## src/ancsp_cfg.svh

```systemverilog
// Purpose: constants of the ancillary stream port and trigger block
// Assumes: 50 MHz sys_clk
// Notes:   included by ancsp_pacer and ancsp_top
`ifndef ANCSP_CFG_SVH
`define ANCSP_CFG_SVH

`define ANCSP_NSTREAM          4
`define ANCSP_NPIN             8
`define ANCSP_SER_BITS_PER_BYTE 32'h0000000A
`define ANCSP_FR_SCALE         32'h00000064
`define ANCSP_SCTE_DID         8'h41
`define ANCSP_SCTE_SDID        8'h07
`define ANCSP_SPLICE_OPID      16'h0101
`define ANCSP_XOFF_MARGIN      16'h0004
`define ANCSP_CLK_NS           20
`define ANCSP_MS_NS            1000000
`define ANCSP_SEC_NS           1000000000
`define ANCSP_MS_CYCLES        (`ANCSP_MS_NS / `ANCSP_CLK_NS)
`define ANCSP_SEC_CYCLES       (`ANCSP_SEC_NS / `ANCSP_CLK_NS)

`endif

```

## src/ancsp_pkg.sv

```systemverilog
// Purpose: types of the ancillary stream port and trigger block
// Assumes: nothing
// Notes:   constants live in ancsp_cfg.svh
package ancsp_pkg;

  typedef enum logic [2:0] {
    ANCSP_DIS = 3'b001,
    ANCSP_ENC = 3'b010,
    ANCSP_DEC = 3'b100
  } ancsp_mode_t;

  typedef enum logic [1:0] {
    ANCSP_ST_OK       = 2'h0,
    ANCSP_ST_NO_PORT  = 2'h1,
    ANCSP_ST_OVERRUN  = 2'h2,
    ANCSP_ST_CONFLICT = 2'h3
  } ancsp_code_t;

  typedef struct packed {
    ancsp_mode_t mode;
    logic [7:0]  did;
    logic [7:0]  sdid;
    logic        use_serial;
    logic        port_assigned;
    logic        alarm_en;
    logic [15:0] data_count;
  } ancsp_cfg_t;

  typedef struct packed {
    ancsp_mode_t mode;
    logic [7:0]  did;
    logic [7:0]  sdid;
    ancsp_code_t code;
    logic [31:0] rate_bps;
    logic [10:0] line;
    logic        chroma;
    logic        field2;
    logic        hanc;
  } ancsp_stat_t;

  typedef struct packed {
    logic        sop;
    logic [7:0]  did;
    logic [7:0]  sdid;
    logic [7:0]  data;
    logic [10:0] line;
    logic        chroma;
    logic        field2;
    logic        hanc;
  } ancsp_anc_t;

  typedef struct packed {
    logic [2:0] pin;
    logic [7:0] did;
    logic [7:0] sdid;
  } ancsp_trig_t;

  typedef struct packed {
    logic [63:0] utc;
    logic [15:0] opid;
  } ancsp_log_t;

endpackage

```

## src/ancsp_pacer.sv

```systemverilog
// Purpose: per-field byte credit for one encode stream
// Assumes: field_start is one pulse per field or frame
// Notes:   serial source cannot stall, so refused bytes are counted lost
`timescale 1ns/1ps
`include "ancsp_cfg.svh"
module ancsp_pacer
  import ancsp_pkg::*;
(
  input  wire logic        sys_clk,     // system clock
  input  wire logic        resetn,      // async reset, low
  input  wire logic        field_start, // field boundary pulse
  input  wire logic [15:0] data_count,  // bytes allowed per field
  input  wire logic        serial_mode, // source is the serial port
  input  wire logic        src_valid,   // source byte present
  input  wire logic [7:0]  src_data,    // source byte
  output logic             src_ready,   // byte may be taken
  output logic             xoff,        // ask sender to pause
  output logic             lost,        // serial byte dropped
  output logic             taken,       // byte accepted
  output logic             out_valid,   // byte to inserter
  output logic [7:0]       out_data,    // byte to inserter
  input  wire logic        out_ready    // inserter takes byte
);
  logic [15:0] credit_q, credit_d;
  logic        hold_q;
  logic [7:0]  data_q;

  assign src_ready = (credit_q != 16'h0000) && (!hold_q || out_ready);
  assign taken     = src_valid && src_ready;
  assign lost      = serial_mode && src_valid && !src_ready;
  assign xoff      = serial_mode && (credit_q <= `ANCSP_XOFF_MARGIN);
  assign credit_d  = field_start ? data_count - {15'h0000, taken}
                                 : credit_q - {15'h0000, taken};
  assign out_valid = hold_q;
  assign out_data  = data_q;

  always_ff @(posedge sys_clk or negedge resetn) begin
    if (!resetn) begin
      credit_q <= 16'h0000;
      hold_q   <= 1'b0;
      data_q   <= 8'h00;
    end else begin
      credit_q <= credit_d;
      hold_q   <= taken || (hold_q && !out_ready);
      if (taken) data_q <= src_data;
    end
  end

  // helper: bytes taken since the last boundary
  logic [15:0] per_field_q;
  always_ff @(posedge sys_clk or negedge resetn) begin
    if (!resetn) per_field_q <= 16'h0000;
    else per_field_q <= (field_start ? 16'h0000 : per_field_q) + {15'h0000, taken};
  end
endmodule // ancsp_pacer

```

## src/ancsp_trig_out.sv

```systemverilog
// Purpose: one trigger output pulse with its own timeout
// Assumes: ms_tick is one pulse per millisecond
// Notes:   a new load restarts the pulse
`timescale 1ns/1ps
module ancsp_trig_out (
  input  wire logic        sys_clk,  // system clock
  input  wire logic        resetn,   // async reset, low
  input  wire logic        load,     // matching packet decoded
  input  wire logic [15:0] width_ms, // pulse width in ms
  input  wire logic        ms_tick,  // millisecond tick
  output logic             pulse     // trigger output level
);
  logic [15:0] count_q;

  always_ff @(posedge sys_clk or negedge resetn) begin
    if (!resetn) begin
      count_q <= 16'h0000;
      pulse   <= 1'b0;
    end else begin
      if (load) count_q <= width_ms;
      else if (ms_tick && count_q != 16'h0000) count_q <= count_q - 16'h0001;
      pulse <= load ? (width_ms != 16'h0000) : (count_q != 16'h0000);
    end
  end
endmodule // ancsp_trig_out

```

## src/ancsp_top.sv

```systemverilog
// Purpose: stream ports, pacing, status and SCTE 104 triggers
// Assumes: all inputs synchronous to sys_clk
// Notes:   config is loose ports; cfg_load marks a new stream setup
// Operation
// - four streams, one may own serial port
// - serial pacing limited to min baud, rate
// - ten serial bit periods per byte
// - XOFF when reserved credit falls to four bytes
// - network stream carries data_count bytes per field
// - alarm clear hides stream errors
// - status refreshed on new stream configuration
// - encode status: mode, ids, state, rate
// - decode status: ids, state, rate, location
// - encode direction makes pins trigger inputs
// - pin message deferred past data-port field
// - trigger state held until event expires
// - decode direction makes pins mapped outputs
// - output pulses on PID, ends after timeout
// - trigger packets use fixed identifiers
// - log only splice requests with UTC
// - decode captures matching packet anywhere
// - SCTE 104 encode or decode, never both
`timescale 1ns/1ps
`include "ancsp_cfg.svh"
module ancsp_top
  import ancsp_pkg::*;
#(
  parameter int NSTREAM    = `ANCSP_NSTREAM,
  parameter int NPIN       = `ANCSP_NPIN,
  parameter int MS_CYCLES  = `ANCSP_MS_CYCLES,
  parameter int SEC_CYCLES = `ANCSP_SEC_CYCLES
) (
  input  wire logic                    sys_clk,         // system clock
  input  wire logic                    resetn,          // async reset, low
  input  wire ancsp_cfg_t [NSTREAM-1:0] stream_cfg,     // per-stream setup
  input  wire logic                    cfg_load,        // new stream configured
  input  wire logic [13:0]             field_rate,      // fields/s x100
  input  wire logic [17:0]             serial_baud,     // serial bit rate
  input  wire logic                    field_start,     // field boundary pulse
  input  wire logic [NSTREAM-1:0]      net_valid,       // network byte present
  input  wire logic [NSTREAM*8-1:0]    net_data,        // network bytes
  output logic [NSTREAM-1:0]           net_ready,       // network byte taken
  input  wire logic                    ser_rx_valid,    // serial byte received
  input  wire logic [7:0]              ser_rx_data,     // serial byte
  output logic                         ser_xoff,        // pause serial sender
  output logic [31:0]                  serial_rate_limit, // bit/s x100
  output logic [NSTREAM-1:0]           ins_valid,       // byte to inserter
  output logic [NSTREAM*8-1:0]         ins_data,        // bytes to inserter
  input  wire logic [NSTREAM-1:0]      ins_ready,       // inserter takes byte
  input  wire logic                    anc_valid,       // ancillary word valid
  input  wire ancsp_anc_t              anc_word,        // ancillary word
  output logic [NSTREAM-1:0]           dec_valid,       // extracted byte valid
  output logic [7:0]                   dec_data,        // extracted byte
  output ancsp_stat_t [NSTREAM-1:0]    stream_stat,     // per-stream status
  input  wire logic                    scte_decode,     // 1 decode, 0 encode
  input  wire logic [NPIN-1:0]         trigger_input,   // pin levels in
  output logic [NPIN-1:0]              trigger_output,  // pin levels out
  output logic [NPIN-1:0]              trigger_oe,      // pin drive enable
  input  wire logic                    dp_msg_valid,    // data-port message
  input  wire logic [NPIN-1:0]         trig_expire,     // pin event expired
  output logic                         trig_req_valid,  // pin message request
  output ancsp_trig_t                  trig_req,        // pin message fields
  input  wire logic                    ts_valid,        // decoded packet pulse
  input  wire logic [NPIN*13-1:0]      pin_pid,         // PID per pin
  input  wire logic [NPIN*16-1:0]      pin_width_ms,    // pulse width per pin
  input  wire logic [12:0]             ts_pid,          // decoded PID
  input  wire logic                    msg_valid,       // decoded message
  input  wire logic [15:0]             msg_opid,        // message opcode
  input  wire logic [63:0]             utc_time,        // network time, UTC
  output logic                         log_valid,       // log entry strobe
  output ancsp_log_t                   log_entry        // log entry
);
  // ---------------- serial ownership and pacing ----------------
  logic [NSTREAM:0]   ser_below;
  logic [NSTREAM-1:0] ser_own, conflict, is_enc, is_dec, xoff, lost, taken;
  logic [NSTREAM-1:0] pace_valid, pace_ready;
  logic [NSTREAM*8-1:0] pace_data;
  logic [NSTREAM*32-1:0] lim_all;
  logic [31:0] lim_or [NSTREAM:0];

  assign ser_below[0] = 1'b0;
  assign lim_or[0]    = 32'h00000000;

  genvar gi;
  generate
    for (gi = 0; gi < NSTREAM; gi++) begin : g_str
      logic [31:0] lim_rate, lim_baud;
      assign is_enc[gi]      = stream_cfg[gi].mode == ANCSP_ENC;
      assign is_dec[gi]      = stream_cfg[gi].mode == ANCSP_DEC;
      assign ser_own[gi]     = is_enc[gi] && stream_cfg[gi].use_serial
                               && !ser_below[gi];
      assign conflict[gi]    = stream_cfg[gi].use_serial && ser_below[gi];
      assign ser_below[gi+1] = ser_below[gi]
                               || (stream_cfg[gi].mode != ANCSP_DIS && stream_cfg[gi].use_serial);
      assign pace_valid[gi]  = is_enc[gi] && (ser_own[gi] ? ser_rx_valid : net_valid[gi]);
      assign pace_data[gi*8 +: 8] = ser_own[gi] ? ser_rx_data : net_data[gi*8 +: 8];
      assign net_ready[gi]   = pace_ready[gi] && is_enc[gi] && !ser_own[gi];
      // limit = min(baud, field_rate x 10 x data_count), in hundredths
      assign lim_rate = 32'(field_rate) * `ANCSP_SER_BITS_PER_BYTE
                        * 32'(stream_cfg[gi].data_count);
      assign lim_baud = 32'(serial_baud) * `ANCSP_FR_SCALE;
      assign lim_all[gi*32 +: 32] = (lim_baud < lim_rate) ? lim_baud : lim_rate;
      assign lim_or[gi+1] = lim_or[gi] | (ser_own[gi] ? lim_all[gi*32 +: 32] : 32'h00000000);

      ancsp_pacer u_pacer (
        .sys_clk     (sys_clk),
        .resetn      (resetn),
        .field_start (field_start),
        .data_count  (stream_cfg[gi].data_count),
        .serial_mode (ser_own[gi]),
        .src_valid   (pace_valid[gi]),
        .src_data    (pace_data[gi*8 +: 8]),
        .src_ready   (pace_ready[gi]),
        .xoff        (xoff[gi]),
        .lost        (lost[gi]),
        .taken       (taken[gi]),
        .out_valid   (ins_valid[gi]),
        .out_data    (ins_data[gi*8 +: 8]),
        .out_ready   (ins_ready[gi])
      );
    end
  endgenerate

  assign ser_xoff          = |(xoff & ser_own);
  assign serial_rate_limit = lim_or[NSTREAM];

  // ---------------- decode capture ----------------
  logic [NSTREAM-1:0] match_q, dec_valid_q;
  logic [NSTREAM-1:0] hit_now, fwd_now;
  logic [7:0]         dec_data_q;

  generate
    for (gi = 0; gi < NSTREAM; gi++) begin : g_dec
      assign hit_now[gi] = anc_valid && anc_word.sop && is_dec[gi]
                           && anc_word.did == stream_cfg[gi].did
                           && anc_word.sdid == stream_cfg[gi].sdid;
      assign fwd_now[gi] = anc_valid && (hit_now[gi] || (match_q[gi] && !anc_word.sop));
    end
  endgenerate

  always_ff @(posedge sys_clk or negedge resetn) begin
    if (!resetn) begin
      match_q     <= '0;
      dec_valid_q <= '0;
      dec_data_q  <= 8'h00;
    end else begin
      if (anc_valid && anc_word.sop) match_q <= hit_now;
      dec_valid_q <= fwd_now;
      if (|fwd_now) dec_data_q <= anc_word.data;
    end
  end

  assign dec_valid = dec_valid_q;
  assign dec_data  = dec_data_q;

  // ---------------- rate measurement and status ----------------
  logic [31:0]        sec_cnt_q;
  logic               sec_end;
  logic [NSTREAM-1:0] overrun_q;
  logic [NSTREAM-1:0] byte_evt;

  assign sec_end  = sec_cnt_q == 32'(SEC_CYCLES - 1);
  assign byte_evt = taken | fwd_now;

  always_ff @(posedge sys_clk or negedge resetn) begin
    if (!resetn) sec_cnt_q <= 32'h00000000;
    else sec_cnt_q <= sec_end ? 32'h00000000 : sec_cnt_q + 32'h00000001;
  end

  generate
    for (gi = 0; gi < NSTREAM; gi++) begin : g_stat
      logic [31:0] bytes_q, rate_q;
      logic [10:0] line_q;
      logic        chroma_q, field2_q, hanc_q;
      ancsp_code_t code;

      // set wins over the refresh clear
      always_ff @(posedge sys_clk or negedge resetn) begin
        if (!resetn) overrun_q[gi] <= 1'b0;
        else overrun_q[gi] <= lost[gi] || (overrun_q[gi] && !cfg_load);
      end

      always_ff @(posedge sys_clk or negedge resetn) begin
        if (!resetn) begin
          bytes_q <= 32'h00000000;
          rate_q  <= 32'h00000000;
        end else begin
          bytes_q <= (sec_end || cfg_load ? 32'h00000000 : bytes_q)
                     + {31'h00000000, byte_evt[gi]};
          if (cfg_load) rate_q <= 32'h00000000;
          else if (sec_end) rate_q <= bytes_q + {31'h00000000, byte_evt[gi]};
        end
      end

      always_ff @(posedge sys_clk or negedge resetn) begin
        if (!resetn) begin
          line_q   <= 11'h000;
          chroma_q <= 1'b0;
          field2_q <= 1'b0;
          hanc_q   <= 1'b0;
        end else if (hit_now[gi]) begin
          line_q   <= anc_word.line;
          chroma_q <= anc_word.chroma;
          field2_q <= anc_word.field2;
          hanc_q   <= anc_word.hanc;
        end
      end

      assign code = !stream_cfg[gi].alarm_en || stream_cfg[gi].mode == ANCSP_DIS
                      ? ANCSP_ST_OK
                  : conflict[gi]                   ? ANCSP_ST_CONFLICT
                  : !stream_cfg[gi].port_assigned  ? ANCSP_ST_NO_PORT
                  : overrun_q[gi]                  ? ANCSP_ST_OVERRUN
                  :                                  ANCSP_ST_OK;

      always_ff @(posedge sys_clk or negedge resetn) begin
        if (!resetn) stream_stat[gi] <= '0;
        else begin
          stream_stat[gi].mode     <= stream_cfg[gi].mode;
          stream_stat[gi].did      <= stream_cfg[gi].did;
          stream_stat[gi].sdid     <= stream_cfg[gi].sdid;
          stream_stat[gi].code     <= code;
          stream_stat[gi].rate_bps <= rate_q;
          stream_stat[gi].line     <= line_q;
          stream_stat[gi].chroma   <= chroma_q;
          stream_stat[gi].field2   <= field2_q;
          stream_stat[gi].hanc     <= hanc_q;
        end
      end

    end
  endgenerate

  // ---------------- encode triggers ----------------
  logic [NPIN-1:0] pin_prev_q, pend_q, trig_state_q, pin_rise, pick, trig_keep;
  logic            dp_field_q, grant;
  logic [2:0]      pick_idx;

  assign pin_rise = trigger_input & ~pin_prev_q & {NPIN{!scte_decode}};
  assign pick     = pend_q & (~pend_q + {{(NPIN-1){1'b0}}, 1'b1});
  assign grant    = field_start && !dp_field_q && (|pend_q);
  assign trig_keep = trig_state_q & ~trig_expire;

  always_comb begin
    pick_idx = 3'h0;
    for (int k = 0; k < NPIN; k++) begin
      if (pick[k]) pick_idx = 3'(k);
    end
  end

  always_ff @(posedge sys_clk or negedge resetn) begin
    if (!resetn) begin
      pin_prev_q     <= '0;
      pend_q         <= '0;
      trig_state_q   <= '0;
      dp_field_q     <= 1'b0;
      trig_req_valid <= 1'b0;
      trig_req       <= '0;
    end else begin
      pin_prev_q   <= trigger_input;
      pend_q       <= pin_rise | (pend_q & ~(pick & {NPIN{grant}}));
      trig_state_q <= pin_rise | (trig_state_q & ~trig_expire);
      dp_field_q   <= dp_msg_valid || (dp_field_q && !field_start);
      trig_req_valid <= grant && !scte_decode;
      if (grant) begin
        trig_req.pin  <= pick_idx;
        trig_req.did  <= `ANCSP_SCTE_DID;
        trig_req.sdid <= `ANCSP_SCTE_SDID;
      end
    end
  end

  // ---------------- decode triggers ----------------
  logic [15:0]     ms_cnt_q;
  logic            ms_tick;
  logic [NPIN-1:0] pulse;

  assign ms_tick = ms_cnt_q == 16'(MS_CYCLES - 1);
  always_ff @(posedge sys_clk or negedge resetn) begin
    if (!resetn) ms_cnt_q <= 16'h0000;
    else ms_cnt_q <= ms_tick ? 16'h0000 : ms_cnt_q + 16'h0001;
  end

  generate
    for (gi = 0; gi < NPIN; gi++) begin : g_pin
      ancsp_trig_out u_out (
        .sys_clk  (sys_clk),
        .resetn   (resetn),
        .load     (scte_decode && ts_valid && ts_pid == pin_pid[gi*13 +: 13]),
        .width_ms (pin_width_ms[gi*16 +: 16]),
        .ms_tick  (ms_tick),
        .pulse    (pulse[gi])
      );
    end
  endgenerate

  assign trigger_output = pulse & {NPIN{scte_decode}};
  assign trigger_oe     = {NPIN{scte_decode}};

  // ---------------- splice event log ----------------
  always_ff @(posedge sys_clk or negedge resetn) begin
    if (!resetn) begin
      log_valid <= 1'b0;
      log_entry <= '0;
    end else begin
      log_valid <= msg_valid && msg_opid == `ANCSP_SPLICE_OPID;
      if (msg_valid) log_entry <= '{utc: utc_time, opid: msg_opid};
    end
  end
endmodule // ancsp_top

```

## config.mk

```make
export PLATFORM = sky130hd
export DESIGN_NAME = ancsp_top
export DESIGN_NICKNAME = d
export VERILOG_FILES = /design/src/ancsp_pkg.sv /design/src/ancsp_pacer.sv /design/src/ancsp_trig_out.sv /design/src/ancsp_top.sv
export VERILOG_INCLUDE_DIRS = /design/src
export SDC_FILE = /design/constraint.sdc
export NUM_CORES = 2
export LEC_CHECK = 0
export BUFFER_PORTS_ARGS = -buffer_cell sky130_fd_sc_hd__buf_4
export CAP_MARGIN = 20
export CORE_MARGIN = 2
export CORE_UTILIZATION = 40
export CTS_BUF_LIST = sky130_fd_sc_hd__clkbuf_8
export DETAILED_ROUTE_END_ITERATION = 10
export GPL_ROUTABILITY_DRIVEN = 0
export PLACE_DENSITY = 0.6
export SETUP_SLACK_MARGIN = 0.2
export SLEW_MARGIN = 25
export SYNTH_ARGS = -nofsm -noshare
export SYNTH_HDL_FRONTEND = slang
export SYNTH_SLANG_ARGS = --single-unit
```

## constraint.sdc

```tcl
create_clock -name sys_clk -period 29.8 [get_ports sys_clk]
set_input_delay 4.47 -clock sys_clk [delete_from_list [all_inputs] [get_ports sys_clk]]
set_output_delay 4.47 -clock sys_clk [all_outputs]
set_load 0.01 [all_outputs]
```

# Word level (Yosys, flattened, before mapping)
# Cells that the tools add are included.
# W data, S select, Z words.
[word_totals]
register_bits = 988
n_memories = 0
word_cells = 457
inputBits = 622
romBits = 0
ram_bits = 0
latchBits = 0
[classes]
multipliers = 6
eq_ne = 34
order_cmp = 8
n_reduce_logical = 180
muxes = 80
n_div = 0
n_bitwise = 15
add_sub_neg = 27
n_shift = 0
[op_table]
columns = ["operator", "count"]
rows = [
  ["$mux W32", 21],
  ["$mux W16", 21],
  ["$reduce_bool A16 Y1", 20],
  ["$add A32 B1 Y32", 8],
  ["$lt A25 B32 Y1", 4],
  ["$sub A16 B1 Y16", 8],
  ["$sub A16 B1 Y16 const B", 8],
  ["$mul A17 B16 Y31", 4],
  ["$eq A13 B13 Y1", 8],
  ["$logic_and A1 B1 Y1", 96],
  ["$or A32 B32 Y32", 3],
  ["$eq A8 B8 Y1", 8],
  ["$le A16 B3 Y1 const B", 4],
  ["$and A8 B8 Y8", 6],
  ["$mux W2", 17],
  ["$add A32 B1 Y32 const B", 1],
  ["$eq A32 B26 Y1 const B", 1],
  ["$mux W8", 4],
  ["$logic_not A1 Y1", 28],
  ["$logic_or A1 B1 Y1", 24],
  ["$not A8 Y8", 3],
  ["$mul A18 B5 Y23 const B", 1],
  ["$reduce_bool A2 Y1", 9],
  ["$mul A14 B3 Y17 const B", 1],
  ["other kinds (15)", 42],
]

# Longest topological paths before layout
[depth]
depth_word = 13
mapped_depth = 47
ltp_nobuf = 44

# Cells and area by module
# Synthesis repeated with hierarchy kept, for this count alone.
[hier_totals]
hier_cells = 9078
hier_area_um2 = 86001.2
[by_module_without_submodules]
columns = ["module", "cells_each", "n_inst", "seq_area_each_um2", "area_each_um2"]
rows = [
  ["ancsp_top", 7606, 1, 18793.0, 71782.6],
  ["ancsp_trig_out", 120, 8, 425.4, 1032.2],
  ["ancsp_pacer", 128, 4, 625.6, 1490.2],
]

# Worst setup path before layout
# OpenSTA, ideal clock, no wires.
[synth_path]
path_type = "input to output"
start = "in field_rate[1]"
end = "out serial_rate_limit[17]"
t_required_ns = 25.330
arrival_time_ns = 14.801
slack_ns = 10.529
stages = 47
n_path_buf = 4
path_cell_list = "ha_1 ha_1 inv_1 fa_1 nor2b_1 o31a_1 o22a_1 a21oi_1 o21bai_1 a21oi_1 xnor2_1 clkbuf_1 nand2_1 fa_1 fa_1 fa_1 inv_1 fa_1 [... 11 more ...] a21o_1 a21oi_1 xor2_1 ha_1 nand2_1 nor2_1 nand2_1 a2111oi_0 a21oi_1 nor4_1 and4_1 clkbuf_1 nand2_1 buf_2 buf_2 nand3_1 o2111ai_1 a221o_1"
[synth_via]
elab_chain_cells = 8
elab_cells_between_ends = 20
[synth_rtl]
columns = ["item", "line_no", "source"]
rows = [
  ["start: declaration", "ancsp_top.sv:37", "input wire logic [13:0] field_rate,"],
  ["$mul A14 B3 Y17 (no line) *", "n/a", ""],
  ["$mul A17 B16 Y31", "ancsp_top.sv:99", "assign lim_rate = 32'(field_rate) * `ANCSP_SER_BITS_PER_BYTE"],
  ["$lt A25 B32 Y1", "ancsp_top.sv:102", "assign lim_all[gi*32 +: 32] = (lim_baud < lim_rate) ? lim_baud : lim_rate;"],
  ["$mux W32", "ancsp_top.sv:102", ""],
  ["$mux W32", "ancsp_top.sv:103", "assign lim_or[gi+1] = lim_or[gi] | (ser_own[gi] ? lim_all[gi*32 +: 32] : 32'h00000000);"],
  ["$or A32 B32 Y32 (2 in series)", "ancsp_top.sv:103", ""],
  ["$or A32 B32 Y32 *", "ancsp_top.sv:103", ""],
  ["end: declaration", "ancsp_top.sv:46", "output logic [31:0] serial_rate_limit,"],
]
# Mark *: on every way between the ends. The rest lies on a longest branch, timed or not.

# Worst setup path in the final report
[layout_path]
start = "in field_rate[1]"
end = "out serial_rate_limit[24]"
# Same word-level chain as after synthesis.

==> summary.md <==
| Metric | Value |
|---|---|
| Top_reg_cell synth | `dfrtp_1` |
| Critical Path RT | `25.33 ns` |
| Worst-case clock skew | `0.0987 ns` |
| Worst Hold End | `stream_stat[171]` |
| Syn Inst Count | `8,961` |
| Syn avg cell area | `9.47 um2` |
| Post-cts sizing count | `0` |
| DR DRC count | `0` |
| ANT nets after route | `0` |
| RSZ-0062 raised after global routing | `no` |
| Flop-to-flop setup slack | `24.92 ns` |
| Critical path class | `primary input to primary output` |
| CP startpoint kind | `primary input` |
| Post-synth EDFFs | `0` |
| Antenna violations before repair | `56` |
| Via count | `68,400` |
| H-tree Lvls | `4` |
| Placed instance area | `95,500 um2` |
| Mapped Area | `84,800 um2` |
| Cts hold-fix bufs | `0` |
| Synth warn | `0` |
| HP Start | `g_stat[2].rate_q[23]` |
| Layout Nets | `11,900` |
| First-pass GRT wire length | `435,000 um` |
| Hold Path Class | `register to register` |
| TNS Setup | `0 ns` |
| Initial DRC Count | `5,044` |
| Largest net degree at the start of global routing | `155` |
| CTS Buf Count | `175` |
| Post-Route WL | `289,000 um` |
| IO Pins | `1,092` |
| Die height | `465 um` |
| Worst-Margin Slew | `1.05 ns` |
| Skew-Pair Late Insertion Delay | `0.96 ns` |
| CP arrival | `17.97 ns` |
| Dpl hpwl | `225,000 um` |
| Reg2reg start | `g_str[1].u_pacer.out_valid` |
| Final Cell Area | `99,300 um2` |
| Top Family by Delay on Critical Path | `adder cells` |
| CTS tree | `done` |
| Asr flop ratio synth | `100%` |
| Clock Tree Root | `clkbuf_8` |
| Hold path depth | `0` |
| Highest clock rate | `44.6 MHz` |
| Most Frequent Cell on Critical Path | `fa_1` |
| CP Capture Type | `primary output` |
| Initial Utilization | `40.1%` |
| Die Area | `216,000 um2` |
| Sequential area share after synthesis | `29.1%` |
| Slew headroom | `29.5%` |
| Cell variety after synth | `82` |
| WL per Instance | `22.5 um` |
| Slew Limit Fails | `0` |
| Clock Sinks | `987` |
| Most common cell after layout, fill and taps aside | `inv_1` |
| GR Overflow Total | `0` |
| CP max FO | `31` |
| Die X | `465 um` |
| Core area | `211,000 um2` |
| DR pass1 iterations | `5` |
| Max cap viols | `0` |
| Outcome | `finished clean` |
| Most frequent cells in the layout | `inv_1, buf_4, dfrtp_1` |
| Share of cells above drive strength 1 | `16.5%` |
| Post-CTS Setup Bufs | `0` |
| Final Hold Viols | `0` |
| Drt via density | `5.33` |
| Cells on worst reg2reg path | `18` |
| Final period util | `75.3%` |
| Endpoints failing setup | `0` |
| CP bufs+invs | `7` |
| Clk slew on worst S/H paths | `0.06 ns` |
| GRT Total Usage | `26.6%` |
| Synth-to-Final Area Change | `17.0%` |
| Slowest cell delay on critical path | `0.78 ns` |
| Number of global-route vias before repair | `70,100` |
| Synthesized flop and latch total | `987` |
| Row count | `169` |
| # port buffers | `1,064` |
| Maximum clock path buffer count | `3` |
| Tmin final | `22.44 ns` |
| Slowest CP cell | `a2111oi_1` |
| Worst r2r dst | `g_stat[1].rate_q[25]` |
-- final cells by class --
cell class / instances / area, um2
diodes: 28 / 70.1
clock buffers: 218 / 3000
clock inverters: 89 / 677
fillers: 20200 / 112000
inverters: 1171 / 4400
multi-input cells: 6361 / 54200
flip-flops and latches: 987 / 24700
well taps: 2821 / 3530
repair buffers: 1154 / 8730
-- registers in the layout (all words and copies together) (netlist names), 16 cells and up --
register / cells
g_stat.line_q: 44
g_stat.bytes_q: 128
stream_stat: 268
ms_cnt_q: 16
g_str.u_pacer.out_data: 32
g_stat.rate_q: 128
g_pin.u_out.count_q: 128
g_str.u_pacer.credit_q: 64
log_entry: 80
sec_cnt_q: 32
-- logic make-up after synthesis --
| logic type | after synthesis | share of synthesized area, % |
|---|---|---|
| AND/OR/NAND/NOR | 2966 | 16.9 |
| buffers and inverters | 1631 | 7.39 |
| adder cells (fa/ha/maj) | 1426 | 28.5 |
| flip-flops | 987 | 29.1 |
| AO/OA/AOI/OAI | 973 | 7.35 |
| XOR/XNOR | 718 | 7.49 |
| multiplexers | 259 | 3.30 |
| other | 1 | 0.00442 |
-- metrics by stage --
step,hold WS [ns],worst slack [ns],cells,utilization [%]
after CTS,0.292,7.58,12800,46.9
after floorplan,0.349,10.53,8979,-
after detailed placement,0.357,7.60,12500,45.2
after global placement,0.353,7.60,12500,45.1
after global routing,0.315,6.75,12800,46.9
final,0.332,7.36,12800,46.9
-- synth_stat cells, drive strengths merged (14+ instances only) --
library cell     n  area [um2]
xor2           379        3320
buf             62         377
nand2          932        3500
a31oi           27         169
a211oi         133        1000
mux2           165        1860
nor3b           15         113
dfrtp          987       24700
a221o           14         140
nand3          164         821
inv           1169        4390
o21ai          181         906
nor3           134         676
a21oi          335        1680
o21bai          24         180
nor2b           58         363
o211ai          19         143
ha             584        7310
clkbuf         398        1500
nor2           666        2500
and3            85         532
mux2i           94         941
or3             84         526
a21o            71         533
o21a            33         248
and2           442        2770
fa             842       16900
nand4           89         557
and4            14         123
xnor2          334        2930
or2             18         113
nor4           134         838
nand2b          92         576
-- worst reg2reg max path: stages (launching register included) --
cell      delay [ns]
dfrtp_1         0.40
nand2b_1        0.45
o41ai_1         0.18
buf_4           0.20
nand2b_1        0.17
a21oi_2         0.36
buf_4           0.33
inv_1           0.11
nand2_1         0.31
ha_1            0.27
and3_1          0.20
and3_1          0.22
nor2b_1         0.31
and3_1          0.30
nor2b_1         0.34
nand2_1         0.19
nor2_1          0.15
xnor2_1         0.16
a211oi_1        0.10
-- worst max-delay path by stage --
stage,startpoint,end,cells past startpoint
after floorplan,field_rate[1],serial_rate_limit[17],47
after global placement,field_rate[1],serial_rate_limit[23],46
after detailed placement,field_rate[1],serial_rate_limit[24],46
after CTS,field_rate[1],serial_rate_limit[24],46
after global routing,field_rate[1],serial_rate_limit[23],46
final,field_rate[1],serial_rate_limit[24],46
-- per-layer routing --
metal | track usage (%) | routed length (um)
met1 | 35.2 | 120000
met2 | 41.2 | 130000
met5 | 0 | 119
met4 | 12.6 | 15200
met3 | 5.95 | 23000
Power is not shown: default switching activity piles up to over one toggle a cycle in this logic, so the estimate is an artifact.
